### config.mk
export PLATFORM = sky130hd
export DESIGN_NAME = tss_top
export DESIGN_NICKNAME = d
export VERILOG_FILES = /design/src/hdl/tss_pkg.sv /design/src/hdl/tss_timer_if.sv /design/src/hdl/tss_top.sv /design/src/hdl/tss_step_timer.sv /design/src/hdl/tss_edge_det.sv
export VERILOG_INCLUDE_DIRS = /design/src /design/src/hdl
export SDC_FILE = /design/constraint.sdc
export NUM_CORES = 1
export LEC_CHECK = 0
export BUFFER_PORTS_ARGS = -buffer_cell sky130_fd_sc_hd__buf_2
export CORE_ASPECT_RATIO = 0.75
export CORE_MARGIN = 8
export CORE_UTILIZATION = 30
export CTS_CLUSTER_DIAMETER = 80
export DETAILED_ROUTE_END_ITERATION = 6
export PLACE_DENSITY = 0.46
export SLEW_MARGIN = 10
export SYNTH_ARGS = -nofsm -noshare
export SYNTH_HDL_FRONTEND = slang
export SYNTH_SLANG_ARGS = --single-unit
### constraint.sdc
create_clock -name clk -period 3.9 [get_ports clk]
set_input_delay 0.39 -clock clk [delete_from_list [all_inputs] [get_ports clk]]
set_output_delay 0.39 -clock clk [all_outputs]
set_load 0.01 [all_outputs]
### src/hdl/tss_map.svh
// Register offsets, field positions, reset values and timing counts of the sequencer
`ifndef TSS_MAP_SVH
`define TSS_MAP_SVH
// ----------------------------------------------------------------------------
// Register byte offsets
// ----------------------------------------------------------------------------
`define TSS_OFF_CTRL     8'h00
`define TSS_OFF_MODE     8'h04
`define TSS_OFF_SRC      8'h08
`define TSS_OFF_TCOUNT   8'h0C
`define TSS_OFF_TDELAY   8'h10
`define TSS_OFF_SCOUNT   8'h14
`define TSS_OFF_SINTV    8'h18
`define TSS_OFF_STATUS   8'h1C
// ----------------------------------------------------------------------------
// Field positions
// ----------------------------------------------------------------------------
`define TSS_CTRL_INIT    0
`define TSS_CTRL_ABORT   1
`define TSS_CTRL_CONF    2
`define TSS_CTRL_BUSTRG  3
`define TSS_MODE_REMOTE  0
`define TSS_MODE_BULK    1
`define TSS_MODE_LOGEXT  2
`define TSS_MODE_PANEL   3
`define TSS_SRC_FALL     4
`define TSS_TC_ENDLESS   31
`define TSS_ST_ERR       0
`define TSS_ST_BUSY      1
// ----------------------------------------------------------------------------
// Reset values and limits
// ----------------------------------------------------------------------------
`define TSS_RST_TCOUNT   16'h0001
`define TSS_RST_SCOUNT   17'h0_0001
`define TSS_RST_TIME     29'h0000_0000
`define TSS_MAX_TCOUNT   17'h0_C350
`define TSS_MAX_SCOUNT   17'h1_86A0
`define TSS_MAX_TIME_US  32'hD693_A400
`define TSS_NAN_CODE     32'h7E95_1CF0
// ----------------------------------------------------------------------------
// Timing
// ----------------------------------------------------------------------------
`define TSS_STEP_US      33'h0_0000_000A
`define TSS_ROUND_ADD    33'h0_0000_0009
`define TSS_STEP_NS      10000
`define TSS_CLK_NS       20
`define TSS_STEP_CYC     (`TSS_STEP_NS / `TSS_CLK_NS)
`endif

### src/hdl/tss_pkg.sv
// Types shared by the sequencer modules
`default_nettype none
package tss_pkg;
  // Sequencer states, one-hot
  typedef enum logic [4:0] {
    TSS_ST_STOP   = 5'b00001,
    TSS_ST_WAIT   = 5'b00010,
    TSS_ST_DELAY  = 5'b00100,
    TSS_ST_SAMPLE = 5'b01000,
    TSS_ST_INTV   = 5'b10000
  } tss_state_type;
  // Trigger source codes
  typedef enum logic [1:0] {
    TSS_AUTO_TRIGGER_SOURCE        = 2'h0,
    TSS_OUTSIDE_PIN_TRIGGER_SOURCE = 2'h1,
    TSS_BUS_TRIGGER_SOURCE         = 2'h2
  } tss_src_type;
endpackage
`default_nettype wire

### src/hdl/tss_timer_if.sv
// Handshake between sequencer control and its step timer
`timescale 1ns/1ps
`default_nettype none
interface tss_timer_if;
  logic        load;   // Start a new wait
  logic [28:0] steps;  // Wait length in 10 us steps
  logic        done;   // Wait has elapsed
  modport ctl (output load, output steps, input done);
  modport tmr (input load, input steps, output done);
endinterface
`default_nettype wire

### src/hdl/tss_top.sv
// Trigger and sample sequencer with APB register slave
// Behaviour
// - Sources: auto, outside pin, bus command
// - Bulk mode accepts auto source only
// - Bulk log-stop on pin enables pin
// - Settings locked and error while running
// - Remote: pin used only with pin source
// - Local: panel menu decides pin use
// - One slope setting for both modes
// - Trigger count 1..50000, endless runs forever
// - Out-of-range values clamp, raise error
// - Trigger count used in remote only
// - Bulk ignores counts and delay
// - Endless count reads back as NaN
// - Delay 0..3600 s in 10 us steps
// - Finer times round up one step
// - Slope picks rising or falling edge
// - Samples per trigger 1..100000
// - Interval 0..3600 s in 10 us steps
// - Configure stops measurement
// - Remote to local forces stop
// - Configure restores default settings; slope keeps its value here
//
// Chosen here: the placing of the registers and the APB slave port.
`timescale 1ns/1ps
`default_nettype none
`include "tss_map.svh"
module tss_top
  import tss_pkg::*;
(
  input  wire logic        clk,
  input  wire logic        resetn,
  input  wire logic        psel,
  input  wire logic        penable,
  input  wire logic        pwrite,
  input  wire logic [7:0]  paddr,
  input  wire logic [31:0] pwdata,
  input  wire logic        ext_trig_in,
  output logic             pready,
  output logic [31:0]      prdata,
  output logic             pslverr,
  output logic             sample_strobe,
  output logic             measure_active,
  output logic             exec_error,
  output logic             ext_input_enable
);
  // ----------------------------------------------------------------------------
  // Helper functions
  // ----------------------------------------------------------------------------
  // Clamp a count to 1..max; top bit flags a clamp
  function automatic logic [17:0] tss_clamp_cnt(input logic [31:0] v,
                                                input logic [16:0] max);
    if (v == 32'h0000_0000) tss_clamp_cnt = {1'b1, 17'h0_0001};
    else if (v > {15'h0000, max}) tss_clamp_cnt = {1'b1, max};
    else tss_clamp_cnt = {1'b0, v[16:0]};
  endfunction

  // Microseconds to 10 us steps, clamped to the limit; top bit flags a clamp
  function automatic logic [29:0] tss_time_steps(input logic [31:0] v);
    logic        over;
    logic [32:0] lim;
    logic [32:0] q;
    over = (v > `TSS_MAX_TIME_US);
    lim  = over ? {1'b0, `TSS_MAX_TIME_US} : {1'b0, v};
    q    = (lim + `TSS_ROUND_ADD) / `TSS_STEP_US;
    tss_time_steps = {over, q[28:0]};
  endfunction

  // ----------------------------------------------------------------------------
  // Storage
  // ----------------------------------------------------------------------------
  tss_state_type state_q, state_d;   // Sequencer state
  tss_src_type   src_q;              // Programmed trigger source
  logic        fall_q;               // Falling edge select
  logic        remote_q;             // Remote mode
  logic        bulk_q;               // Bulk mode
  logic        logext_q;             // Bulk log stop event is the pin
  logic        panel_q;              // Panel outside trigger menu on
  logic        endless_q;            // Endless trigger count
  logic [15:0] tcount_q;             // Trigger count
  logic [16:0] scount_q;             // Sample count
  logic [28:0] delay_q;              // Trigger delay in steps
  logic [28:0] intv_q;               // Sample interval in steps
  logic [15:0] tleft_q, tleft_d;     // Triggers still to serve
  logic [16:0] sleft_q, sleft_d;     // Samples still to take
  logic        err_q;                // Sticky execution error

  // ----------------------------------------------------------------------------
  // APB decode
  // ----------------------------------------------------------------------------
  wire wr      = psel & penable & pready & pwrite;
  wire hit_ctl = (paddr == `TSS_OFF_CTRL);
  wire hit_mod = (paddr == `TSS_OFF_MODE);
  wire hit_src = (paddr == `TSS_OFF_SRC);
  wire hit_tc  = (paddr == `TSS_OFF_TCOUNT);
  wire hit_dl  = (paddr == `TSS_OFF_TDELAY);
  wire hit_sc  = (paddr == `TSS_OFF_SCOUNT);
  wire hit_iv  = (paddr == `TSS_OFF_SINTV);
  wire hit_st  = (paddr == `TSS_OFF_STATUS);
  wire mapped  = hit_ctl | hit_mod | hit_src | hit_tc | hit_dl | hit_sc | hit_iv | hit_st;
  wire busy    = (state_q != TSS_ST_STOP);
  wire wr_set  = wr & (hit_src | hit_tc | hit_dl | hit_sc | hit_iv);
  wire locked  = wr_set & busy;
  wire take    = wr_set & ~busy;

  // Control strobes
  wire do_init   = wr & hit_ctl & pwdata[`TSS_CTRL_INIT];
  wire do_abort  = wr & hit_ctl & pwdata[`TSS_CTRL_ABORT];
  wire do_conf   = wr & hit_ctl & pwdata[`TSS_CTRL_CONF];
  wire do_bustrg = wr & hit_ctl & pwdata[`TSS_CTRL_BUSTRG];
  wire wr_mode   = wr & hit_mod;
  wire go_local  = wr_mode & remote_q & ~pwdata[`TSS_MODE_REMOTE];

  // ----------------------------------------------------------------------------
  // Setting checks
  // ----------------------------------------------------------------------------
  wire [1:0]  src_wr   = pwdata[1:0];
  wire        src_bad  = (src_wr == 2'h3) ||
                         (bulk_q && (src_wr != TSS_AUTO_TRIGGER_SOURCE));
  wire [17:0] tc_chk   = tss_clamp_cnt({1'b0, pwdata[30:0]}, `TSS_MAX_TCOUNT);
  wire [17:0] sc_chk   = tss_clamp_cnt(pwdata, `TSS_MAX_SCOUNT);
  wire [29:0] dl_chk   = tss_time_steps(pwdata);
  wire [29:0] iv_chk   = tss_time_steps(pwdata);
  wire        tc_inf   = pwdata[`TSS_TC_ENDLESS];
  // Clamp errors count only when the value is taken
  wire        clamp_err = take & ((hit_tc & ~tc_inf & tc_chk[17]) |
                                  (hit_sc & sc_chk[17]) |
                                  (hit_dl & dl_chk[29]) |
                                  (hit_iv & iv_chk[29]));
  wire        src_err   = take & hit_src & src_bad;
  wire        err_set   = locked | clamp_err | src_err;
  wire        err_clr   = wr & hit_st & pwdata[`TSS_ST_ERR];

  // ----------------------------------------------------------------------------
  // Trigger selection
  // ----------------------------------------------------------------------------
  logic pin_edge;  // Qualified edge on the outside pin
  wire  src_auto = (src_q == TSS_AUTO_TRIGGER_SOURCE);
  wire  src_pin  = (src_q == TSS_OUTSIDE_PIN_TRIGGER_SOURCE);
  wire  src_bus  = (src_q == TSS_BUS_TRIGGER_SOURCE);
  // Pin use: bulk log stop, remote source, or local panel menu
  wire  pin_en   = bulk_q   ? logext_q :
                   remote_q ? src_pin  :
                              panel_q;
  // Bulk runs free on auto; local runs on auto unless the panel picks the pin
  wire  auto_go  = bulk_q   ? 1'b1 :
                   remote_q ? src_auto : ~panel_q;
  wire  trig     = auto_go |
                   (~bulk_q & pin_en & pin_edge) |
                   (~bulk_q & remote_q & src_bus & do_bustrg);

  tss_edge_det u_edge (
    .clk                 (clk),
    .resetn              (resetn),
    .pin                 (ext_trig_in),
    .falling_edge_select (fall_q),
    .edge_seen           (pin_edge)
  );

  // ----------------------------------------------------------------------------
  // Effective run settings
  // ----------------------------------------------------------------------------
  wire        eff_endless = bulk_q | ~remote_q | endless_q;
  wire [16:0] eff_scount  = bulk_q ? 17'h0_0001 : scount_q;
  wire [28:0] eff_delay   = bulk_q ? 29'h0000_0000 : delay_q;

  // ----------------------------------------------------------------------------
  // Step timer
  // ----------------------------------------------------------------------------
  tss_timer_if tif ();
  tss_step_timer u_timer (
    .clk    (clk),
    .resetn (resetn),
    .tif    (tif)
  );

  // ----------------------------------------------------------------------------
  // Sequencer next state
  // ----------------------------------------------------------------------------
  logic strobe_d;  // Sample strobe next value
  logic load_d;    // Timer load
  logic [28:0] steps_d;
  wire  force_stop = do_abort | do_conf | go_local;
  wire  last_smp   = (sleft_q <= 17'h0_0001);
  wire  more_trig  = eff_endless | (tleft_q > 16'h0001);

  always_comb begin
    state_d  = state_q;
    tleft_d  = tleft_q;
    sleft_d  = sleft_q;
    strobe_d = 1'b0;
    load_d   = 1'b0;
    steps_d  = 29'h0000_0000;
    case (state_q)
      TSS_ST_STOP: begin
        // Leave stop only on initiate
        if (do_init) begin
          state_d = TSS_ST_WAIT;
          tleft_d = tcount_q;
        end
      end
      TSS_ST_WAIT: begin
        // Trigger starts the delay
        if (trig) begin
          state_d = TSS_ST_DELAY;
          sleft_d = eff_scount;
          load_d  = 1'b1;
          steps_d = eff_delay;
        end
      end
      TSS_ST_DELAY: begin
        if (tif.done) state_d = TSS_ST_SAMPLE;
      end
      TSS_ST_SAMPLE: begin
        strobe_d = 1'b1;
        if (!last_smp) begin
          // More samples for this trigger after the interval
          state_d = TSS_ST_INTV;
          sleft_d = sleft_q - 17'h0_0001;
          load_d  = 1'b1;
          steps_d = intv_q;
        end else if (more_trig) begin
          // Rearm; endless leaves the count alone
          state_d = TSS_ST_WAIT;
          if (!eff_endless) tleft_d = tleft_q - 16'h0001;
        end else begin
          state_d = TSS_ST_STOP;
          tleft_d = 16'h0000;
        end
      end
      TSS_ST_INTV: begin
        if (tif.done) state_d = TSS_ST_SAMPLE;
      end
      default: state_d = TSS_ST_STOP;
    endcase
    // Stop wins over any step of the sequence
    if (force_stop) begin
      state_d  = TSS_ST_STOP;
      strobe_d = 1'b0;
    end
  end

  assign tif.load  = load_d;
  assign tif.steps = steps_d;

  // ----------------------------------------------------------------------------
  // Sequencer registers
  // ----------------------------------------------------------------------------
  always_ff @(posedge clk or negedge resetn) begin
    if (!resetn) begin
      state_q <= TSS_ST_STOP;
      tleft_q <= 16'h0000;
      sleft_q <= 17'h0_0000;
    end else begin
      state_q <= state_d;
      tleft_q <= tleft_d;
      sleft_q <= sleft_d;
    end
  end

  // ----------------------------------------------------------------------------
  // Mode register
  // ----------------------------------------------------------------------------
  // Mode bits stay writable while running so local can always be reached
  always_ff @(posedge clk or negedge resetn) begin
    if (!resetn) begin
      remote_q <= 1'b0;
      bulk_q   <= 1'b0;
      logext_q <= 1'b0;
      panel_q  <= 1'b0;
    end else if (wr_mode) begin
      remote_q <= pwdata[`TSS_MODE_REMOTE];
      bulk_q   <= pwdata[`TSS_MODE_BULK];
      logext_q <= pwdata[`TSS_MODE_LOGEXT];
      panel_q  <= pwdata[`TSS_MODE_PANEL];
    end
  end

  // ----------------------------------------------------------------------------
  // Trigger and sample settings
  // ----------------------------------------------------------------------------
  // Configure restores defaults; slope is not among them
  always_ff @(posedge clk or negedge resetn) begin
    if (!resetn) begin
      src_q     <= TSS_AUTO_TRIGGER_SOURCE;
      fall_q    <= 1'b0;
      endless_q <= 1'b0;
      tcount_q  <= `TSS_RST_TCOUNT;
      scount_q  <= `TSS_RST_SCOUNT;
      delay_q   <= `TSS_RST_TIME;
      intv_q    <= `TSS_RST_TIME;
    end else if (do_conf) begin
      src_q     <= TSS_AUTO_TRIGGER_SOURCE;
      endless_q <= 1'b0;
      tcount_q  <= `TSS_RST_TCOUNT;
      scount_q  <= `TSS_RST_SCOUNT;
      delay_q   <= `TSS_RST_TIME;
      intv_q    <= `TSS_RST_TIME;
    end else if (take) begin
      // Locked writes never get here
      if (hit_src && !src_bad) begin
        src_q  <= tss_src_type'(src_wr);
        fall_q <= pwdata[`TSS_SRC_FALL];
      end
      if (hit_src && src_bad) fall_q <= pwdata[`TSS_SRC_FALL];
      if (hit_tc) begin
        endless_q <= tc_inf;
        if (!tc_inf) tcount_q <= tc_chk[15:0];
      end
      if (hit_sc) scount_q <= sc_chk[16:0];
      if (hit_dl) delay_q <= dl_chk[28:0];
      if (hit_iv) intv_q <= iv_chk[28:0];
    end
  end

  // ----------------------------------------------------------------------------
  // Error flag
  // ----------------------------------------------------------------------------
  // A new error in the clearing cycle survives the clear
  always_ff @(posedge clk or negedge resetn) begin
    if (!resetn) err_q <= 1'b0;
    else         err_q <= err_set | (err_q & ~err_clr);
  end

  // ----------------------------------------------------------------------------
  // Read data
  // ----------------------------------------------------------------------------
  wire [31:0] rd_tc = endless_q ? `TSS_NAN_CODE : {16'h0000, tcount_q};
  wire [31:0] rd_status = {9'h000, tleft_q, state_q, busy, err_q};
  wire [31:0] rd_val =
    hit_mod ? {28'h000_0000, panel_q, logext_q, bulk_q, remote_q} :
    hit_src ? {27'h000_0000, fall_q, 2'h0, src_q} :
    hit_tc  ? rd_tc :
    hit_dl  ? {3'h0, delay_q} :
    hit_sc  ? {15'h0000, scount_q} :
    hit_iv  ? {3'h0, intv_q} :
    hit_st  ? rd_status :
              32'h0000_0000;

  // ----------------------------------------------------------------------------
  // APB answer
  // ----------------------------------------------------------------------------
  // No wait state: data is latched in setup so prdata comes from a flop
  always_ff @(posedge clk or negedge resetn) begin
    if (!resetn) begin
      pready  <= 1'b0;
      prdata  <= 32'h0000_0000;
      pslverr <= 1'b0;
    end else begin
      pready  <= psel & ~penable;
      pslverr <= psel & ~penable & ~mapped;
      if (psel && !penable) prdata <= pwrite ? 32'h0000_0000 : rd_val;
    end
  end

  // ----------------------------------------------------------------------------
  // Outputs
  // ----------------------------------------------------------------------------
  always_ff @(posedge clk or negedge resetn) begin
    if (!resetn) begin
      sample_strobe    <= 1'b0;
      measure_active   <= 1'b0;
      exec_error       <= 1'b0;
      ext_input_enable <= 1'b0;
    end else begin
      sample_strobe    <= strobe_d;
      measure_active   <= (state_d != TSS_ST_STOP);
      exec_error       <= err_set | (err_q & ~err_clr);
      ext_input_enable <= pin_en;
    end
  end
endmodule // tss_top
`default_nettype wire

### src/hdl/tss_step_timer.sv
// Step timer that counts 10 us steps for delay and interval waits
`timescale 1ns/1ps
`default_nettype none
`include "tss_map.svh"
module tss_step_timer
  import tss_pkg::*;
(
  input wire logic clk,
  input wire logic resetn,
  tss_timer_if.tmr tif
);
  localparam logic [8:0] STEP_LAST = 9'(`TSS_STEP_CYC - 1);
  logic [8:0]  pre_q;     // Cycle prescaler within one step
  logic [28:0] rem_q;     // Steps still to run
  logic        run_q;     // Wait in progress
  wire         step_end = (pre_q == STEP_LAST);

  assign tif.done = ~run_q;

  // ----------------------------------------------------------------------------
  // Count down
  // ----------------------------------------------------------------------------
  // A zero-length load finishes at once, so a zero delay costs one cycle
  always_ff @(posedge clk or negedge resetn) begin
    if (!resetn) begin
      pre_q <= 9'h000;
      rem_q <= 29'h0000_0000;
      run_q <= 1'b0;
    end else if (tif.load) begin
      pre_q <= 9'h000;
      rem_q <= tif.steps;
      run_q <= (tif.steps != 29'h0000_0000);
    end else if (run_q) begin
      pre_q <= step_end ? 9'h000 : pre_q + 9'h001;
      if (step_end) begin
        rem_q <= rem_q - 29'h0000_0001;
        run_q <= (rem_q != 29'h0000_0001);
      end
    end
  end
endmodule // tss_step_timer
`default_nettype wire

### src/hdl/tss_edge_det.sv
// Edge detector for the outside trigger pin
`timescale 1ns/1ps
`default_nettype none
module tss_edge_det
  import tss_pkg::*;
(
  input  wire logic clk,
  input  wire logic resetn,
  input  wire logic pin,
  input  wire logic falling_edge_select,
  output logic      edge_seen
);
  logic prev_q;  // Pin level one cycle back
  // Idle level high so a pin held high at reset is not a rise
  always_ff @(posedge clk or negedge resetn) begin
    if (!resetn) prev_q <= 1'b1;
    else         prev_q <= pin;
  end
  // Rising or falling edge by the one shared slope select
  assign edge_seen = falling_edge_select ? (prev_q & ~pin) : (~prev_q & pin);
endmodule // tss_edge_det
`default_nettype wire

Yosys cells after proc, flatten, opt, wreduce, memory -nomap -nowiden
Index checks and enable logic that the tools add are counted.
{"block": "word_totals", "register_bits": 215, "latch_bits": 0, "ramBits": 0, "romBits": 0, "output_inout_bits": 38, "word_cells": 240, "memories": 0}
{"block": "op_classes", "addsub": 5, "mul": 0, "div_mod_pow": 1, "order_cmp": 5, "eq_ne": 25, "n_shift": 0, "n_mux": 74, "bitwise_logic": 70, "reduce_logical": 35}
{"cell": "$mux W29", "n": 15}
{"cell": "$mux W31", "n": 5}
{"cell": "$mux W16", "n": 8}
{"cell": "$mux W17", "n": 6}
{"cell": "$mux W18", "n": 4}
{"cell": "$pmux W29 S2", "n": 1}
{"cell": "$and A1 B1 Y1", "n": 34}
{"cell": "$pmux W17 S2", "n": 1}
{"cell": "$add A32 B4 Y33 const B", "n": 1}
{"cell": "$div A33 B4 Y33 const B", "n": 1}
{"cell": "$eq A8 B5 Y1 const B", "n": 4}
{"cell": "$gt A32 B17 Y1 const B", "n": 1}
{"cell": "$gt A32 B32 Y1 const B", "n": 1}
{"cell": "$logic_not A32 Y1", "n": 1}
{"cell": "$mux W32", "n": 1}
{"cell": "$pmux W16 S2", "n": 1}
{"cell": "$gt A31 B16 Y1 const B", "n": 1}
{"cell": "$logic_not A31 Y1", "n": 1}
{"cell": "$ne A29 B1 Y1 const B", "n": 1}
{"cell": "$reduce_bool A29 Y1", "n": 1}
{"cell": "$sub A29 B1 Y29 const B", "n": 1}
{"cell": "$mux W9", "n": 3}
{"cell": "$mux W5", "n": 5}
{"cell": "$or A1 B1 Y1", "n": 24}
{"cell": "35 further kinds", "n": 93}

Longest topological paths before layout
{"block": "depth", "ltp_word": 11, "ltp_mapped": 56, "mapped_depth_nobuf": 42}

Cells and area by module
From an unflattened synthesis, not the netlist that was laid out.
{"block": "unflattened", "cells_unflattened": 2259, "area_unflattened_um2": 18181.2}
{"module": "tss_top", "n_inst": 1, "cells_per_inst": 1974, "area_each_um2": 15671.3, "seq_area_each_um2": 4332.9}
{"module": "tss_step_timer", "n_inst": 1, "cells_per_inst": 281, "area_each_um2": 2461.1, "seq_area_each_um2": 975.9}
{"module": "tss_edge_det", "n_inst": 1, "cells_per_inst": 4, "area_each_um2": 48.8, "seq_area_each_um2": 26.3}

Least setup slack after synthesis
No wires, ideal clock.
{"block": "synth_path", "path_type": "input to register", "from": "in pwdata[27]", "to": "reg intv_q[1]", "setup_time_ns": 0.138, "arrival_time_ns": 12.985, "t_required_ns": 3.762, "slack_ns": -9.223, "path_stages": 54, "n_path_buf": 12, "cell_sequence": "buf_6 or2_0 or4b_4 or4_4 o21a_2 buf_2 clkbuf_1 clkbuf_1 clkbuf_1 nor2_1 ha_1 a21oi_1 or4_1 clkbuf_1 or3_1 and2_0 clkbuf_1 nand2_1 [18 not listed] o211a_1 and3_1 buf_6 a32o_1 or4_1 buf_2 and3_1 o22a_2 or2_1 a2111oi_4 a311oi_2 o21ba_1 buf_6 nor3_1 or4b_4 o211a_1 a2111oi_2 a21oi_1"}
{"block": "synth_via", "elab_chain_cells": 7}
{"item": "start: declaration", "line_no": "tss_top.sv:37", "rtl": "input wire logic [31:0] pwdata,"}
{"item": "$gt A32 B32 Y1 (no source line)"}
{"item": "$mux W32 (*)", "line_no": "tss_top.sv:64", "rtl": "lim = over ? {1'b0, `TSS_MAX_TIME_US} : {1'b0, v};"}
{"item": "$add A32 B4 Y33 (no source line) (*)"}
{"item": "$div A33 B4 Y33 (no source line) (*)"}
{"item": "$mux W29 (*)", "line_no": "tss_top.sv:312", "rtl": "if (hit_iv) intv_q <= iv_chk[28:0];"}
{"item": "$mux W29 (*)", "line_no": "tss_top.sv:299", "rtl": "end else if (take) begin"}
{"item": "$mux W29 (*)", "line_no": "tss_top.sv:292", "rtl": "end else if (do_conf) begin"}
{"item": "end signal: assignment", "line_no": "tss_top.sv:291", "rtl": "intv_q <= `TSS_RST_TIME;"}
{"item": "end signal: assignment", "line_no": "tss_top.sv:298", "rtl": "intv_q <= `TSS_RST_TIME;"}
{"item": "end signal: assignment", "line_no": "tss_top.sv:312"}
{"item": "end: declaration", "line_no": "tss_top.sv:83", "rtl": "logic [28:0] intv_q;"}
Mark *: on every way between the ends. The rest lies on a longest branch, timed or not. The select of a mux whose other input is x is not followed.
A chain may end at the register's enable or synchronous reset.

Worst setup path in the final report
{"block": "layout_path", "from": "in pwdata[19]", "to": "reg delay_q[1]"}
{"block": "layout_via", "elab_chain_cells": 7}
{"item": "$gt A32 B32 Y1 (no source line)"}
{"item": "$mux W32 (*)", "line_no": "tss_top.sv:64"}
{"item": "$add A32 B4 Y33 (no source line) (*)"}
{"item": "$div A33 B4 Y33 (no source line) (*)"}
{"item": "$mux W29 (*)", "line_no": "tss_top.sv:311", "rtl": "if (hit_dl) delay_q <= dl_chk[28:0];"}
{"item": "$mux W29 (*)", "line_no": "tss_top.sv:299"}
{"item": "$mux W29 (*)", "line_no": "tss_top.sv:292"}
{"item": "end signal: assignment", "line_no": "tss_top.sv:290", "rtl": "delay_q <= `TSS_RST_TIME;"}
{"item": "end signal: assignment", "line_no": "tss_top.sv:297", "rtl": "delay_q <= `TSS_RST_TIME;"}
{"item": "end signal: assignment", "line_no": "tss_top.sv:311"}
{"item": "end: declaration", "line_no": "tss_top.sv:82", "rtl": "logic [28:0] delay_q;"}
Marks and branches as above.

==> metrics.csv <==
stage;metric;value;unit
pwr;Int Power;7.33;mW
global_route;largest net degree at the start of global routing;117;
global_route;first-pass GRT wire length;113;mm
yosys;sequential share of the synthesized area;32.8;%
clocking;clk_lat worst skew;550;ps
cells_and_area;Area growth, synth to finish;41.4;%
detailed_routing;1st-iter DRT viols;1864;
floorplanning;die span in x;285;um
floorplanning;Core Area;54000;um^2
yosys;Async SR Flop Fraction;100;%
sta;setup ws final;-7560;ps
yosys;syn_nets;2136;
detailed_routing;final wirelength;74.5;mm
global_route;GRT Util Overall;22.9;%
global_route;most used routing layer;met1;
cells_and_area;final core utilization;42.6;%
global_route;initial antenna violation count;2;
detailed_routing;via count;18800;
sta;fmax;87.3;MHz
sta;Rel. slew slack;21.6;%
sta;Max Slew Vio Count;0;
detailed_routing;DRT Pass-1 Iters;6;
floorplanning;Chip Height;218;um
global_route;GR Util met1;35.4;%
clocking;CTS tree;yes;
floorplanning;Initial Utilization;30.1;%
flow_run;Max Cap Violations;0;
cells_and_area;Antenna Cells;0;
critical_path;slowest CP cell;or4_4;
detailed_routing;Vias/cell;5.80;
critical_path;worst setup path class;in -> reg;
pwr;Net Sw Power;4.82;mW
clocking;CTS H-Tree Depth;1;
status;outcome;finished with violations;
cells_and_area;Storage cell area;5340;um^2
critical_path;Critical Path Max Stage Delay;580;ps
critical_path;arrival time at the worst endpoint;11860;ps
placement;port bufs;82;
yosys;Area contributors post-synth;dfrtp_1 (32%), o21ai_0 (6.6%), nor2_1 (5.6%);
critical_path;CP endpoint kind;register;
yosys;Post-Synthesis Cells;2080;
sta;Final setup viols;55;
sta;Least-Margin Pin Slew;1170;ps
critical_path;crit start category;input pin;
pwr;clock share of power;19.9;%
yosys;leading area contributor after synthesis;dfrtp_1;
detailed_routing;Remaining DRCs;0;
yosys;Cell Area, Synth;16300;um^2
sta;Post-Route Skew;25.8;ps
floorplanning;# rows;74;
pwr;Sequential Power Share;18.5;%
pwr;P_leak;9.67;nW
pwr;Net Sw Frac;39.7;%
global_route;GR Util met2;33.1;%
critical_path;worst reg-to-reg setup slack;420;ps
sta;RSZ-0062 raised after global routing;yes;
sta;WHS;151;ps
sta;Setup TNS;-207980;ps
min_path;Worst Hold Class;in -> reg;
critical_path;CP Max Fanout;7;
placement;Final GP Congestion;0.918;
critical_path;CP most frequent cell;or4_4;
floorplanning;io pins;84;
placement;hpwl dp;56.9;mm
detailed_routing;Post-DRT Antenna Nets;0;
yosys;Avg Cell Area, Syn;7.82;um^2
critical_path;Worst Path Required;4300;ps
pwr;Comb power frac;61.6;%
floorplanning;die area;62000;um^2
clocking;TritonCTS sink count;213;
detailed_routing;Routed wire per std cell;23.0;um
pwr;VDD IR max;0.449;mV
global_route;GRT overflow;0;
yosys;Warnings, synthesis;0;
cells_and_area;Fillers;5461;
clocking;clock tree root driver cell;clkbuf_16;
yosys;Post-synth EDFFs;0;
cells_and_area;area of the multi-input gates;11700;um^2
yosys;top_reg_cell synth;dfrtp_1;
clocking;CTS clk-pin slew, worst paths;60;ps
clocking;clk buf depth;3;
global_route;M3 GR Usage;3.90;%
yosys;Yosys reg bits;213;
cells_and_area;Nets;2558;
global_route;vias in the first global route;18000;
pwr;PD cells;528;nW/um^2
cells_and_area;share of cells above drive strength 1;34.3;%
yosys;area fraction of the dominant cell type after synthesis;32.1;%
sta;Final Hold Vio Count;0;
clocking;total CTS buffers;24;
sta;Final period util;294;%
sta;fin crit period;11460;ps
yosys;Netlist cell types;114;
status;failing checks;setup timing;
## metal layers
| metal | share of wire [%] | up-vias |
|---|---|---|
| li1 | - | 8735 |
| met1 | 49 | 9297 |
| met2 | 42 | 696 |
| met3 | 7.8 | 84 |
| met4 | 1.8 | 4 |
| met5 | 0.046 | - |
## critical path: cells and delay by family
kind                     cells  cell delay (ps)
adder cells (fa/ha/maj)      1              160
multiplexers                 3              750
buffers and inverters        4              550
AND/OR/NAND/NOR             17             5780
AO/OA/AOI/OAI               20             4190
## repair_timing
action	CTS	global route
setup buffers	19	37
endpoints found under the setup margin	58	58
gates resized for setup	106	198
hold buffers	2	0
pin swaps	53	77
endpoints found under the hold margin	68	0
## cell usage in the layout, fill, tap and decap left out, types with 11 or more instances in the layout
| cell | n |
|---|---|
| a31oi_1 | 21 |
| a21oi_1 | 113 |
| nor2_4 | 12 |
| nand4_1 | 35 |
| o21ai_2 | 16 |
| a221o_1 | 14 |
| clkbuf_16 | 24 |
| nor3_1 | 70 |
| o21ai_1 | 36 |
| dfrtp_1 | 209 |
| nor2_1 | 219 |
| inv_1 | 39 |
| a222oi_1 | 12 |
| xnor2_1 | 29 |
| mux2i_1 | 11 |
| a22oi_1 | 49 |
| buf_2 | 77 |
| nor4_1 | 28 |
| nor3_2 | 14 |
| a22o_1 | 22 |
| o21ai_0 | 170 |
| a211oi_1 | 32 |
| nand2_1 | 205 |
| nand3_1 | 90 |
| or2_2 | 20 |
| a221oi_1 | 14 |
| nor2_2 | 12 |
| nand2b_1 | 15 |
| buf_6 | 36 |
| buf_4 | 416 |
| xor2_1 | 20 |
| and2_1 | 20 |
| a21oi_2 | 18 |
## worst paths after layout
path,from,depth (start not counted),to
setup reg to reg,sleft_q[8]$_DFFE_PN0P_,12,u_timer.rem_q[8]$_DFFE_PN0P_
setup / recovery,pwdata[19],45,delay_q[1]$_DFFE_PN0P_
hold reg to reg,prdata[16]$_DFFE_PN0P_,1,prdata[16]$_DFFE_PN0P_
max in group asynchronous,resetn,3,u_edge.prev_q$_DFF_PN1_
hold / removal,pwrite,2,prdata[3]$_DFFE_PN0P_
min in group asynchronous,resetn,2,prdata[18]$_DFFE_PN0P_
## layout make-up
class / count / area share [%]
clock buffers: 35 / 3.18
inverters: 39 / 0.636
flip-flops and latches: 213 / 23.2
repair buffers: 538 / 17.7
multi-input cells: 1686 / 50.9
clock inverters: 9 / 0.473
well taps: 722 / 3.93
## cell families after synthesis
family	Yosys count	share of synthesized area [%]
AO/OA/AOI/OAI	728	31.0
XOR/XNOR	52	2.85
adder cells (fa/ha/maj)	13	0.954
buffers and inverters	181	4.67
flip-flops	213	32.8
multiplexers	27	1.71
other	1	0.0230
AND/OR/NAND/NOR	865	26.0
## cells in the mapped netlist (14+ instances only)
cell type	number
a211oi_1	43
xnor2_1	31
and2_1	24
nand2b_1	17
a221o_1	14
nor4_1	35
a22o_1	23
and3_1	15
xor2_1	20
a31oi_1	27
a221oi_1	17
or2_2	22
dfrtp_1	209
inv_1	39
nand3_1	95
a21oi_1	134
nand4_1	35
nand2_1	219
clkbuf_1	107
nor3_1	86
o21ai_0	213
mux2i_1	20
buf_2	19
a22oi_1	52
nor2_1	241
## state kept, by name (all words and copies together), names as in the netlist, 2 cells and up
name,count
sleft_q,17
u_timer.pre_q,9
u_timer.rem_q,29
delay_q,29
src_q,2
tcount_q,16
scount_q,17
prdata,30
tleft_q,16
intv_q,29
state_q,5
## power by group through the flow
stage	Sequential, mW	Clock (mW)	Combinational [mW]
3_3_place_gp	2.29	0	5.55
3_5_place_dp	2.29	0	5.51
4_1_cts	2.25	2.47	6.14
5_1_grt	2.25	2.56	7.97
6_report	2.25	2.42	7.48
2_1_floorplan	2.28	0	3.13
## stage by stage
step	area [um^2]	power (mW)	instances	setup WS [ps]
3_3_place_gp	20500	7.84	3147	-8480
3_5_place_dp	20500	7.80	3147	-8530
4_1_cts	21900	10.9	3212	-7300
2_1_floorplan	16700	5.42	2080	-8280
5_1_grt	23000	12.8	3242	-7970
6_report	23000	12.2	3242	-7560
(Power assumes the default switching activity.)
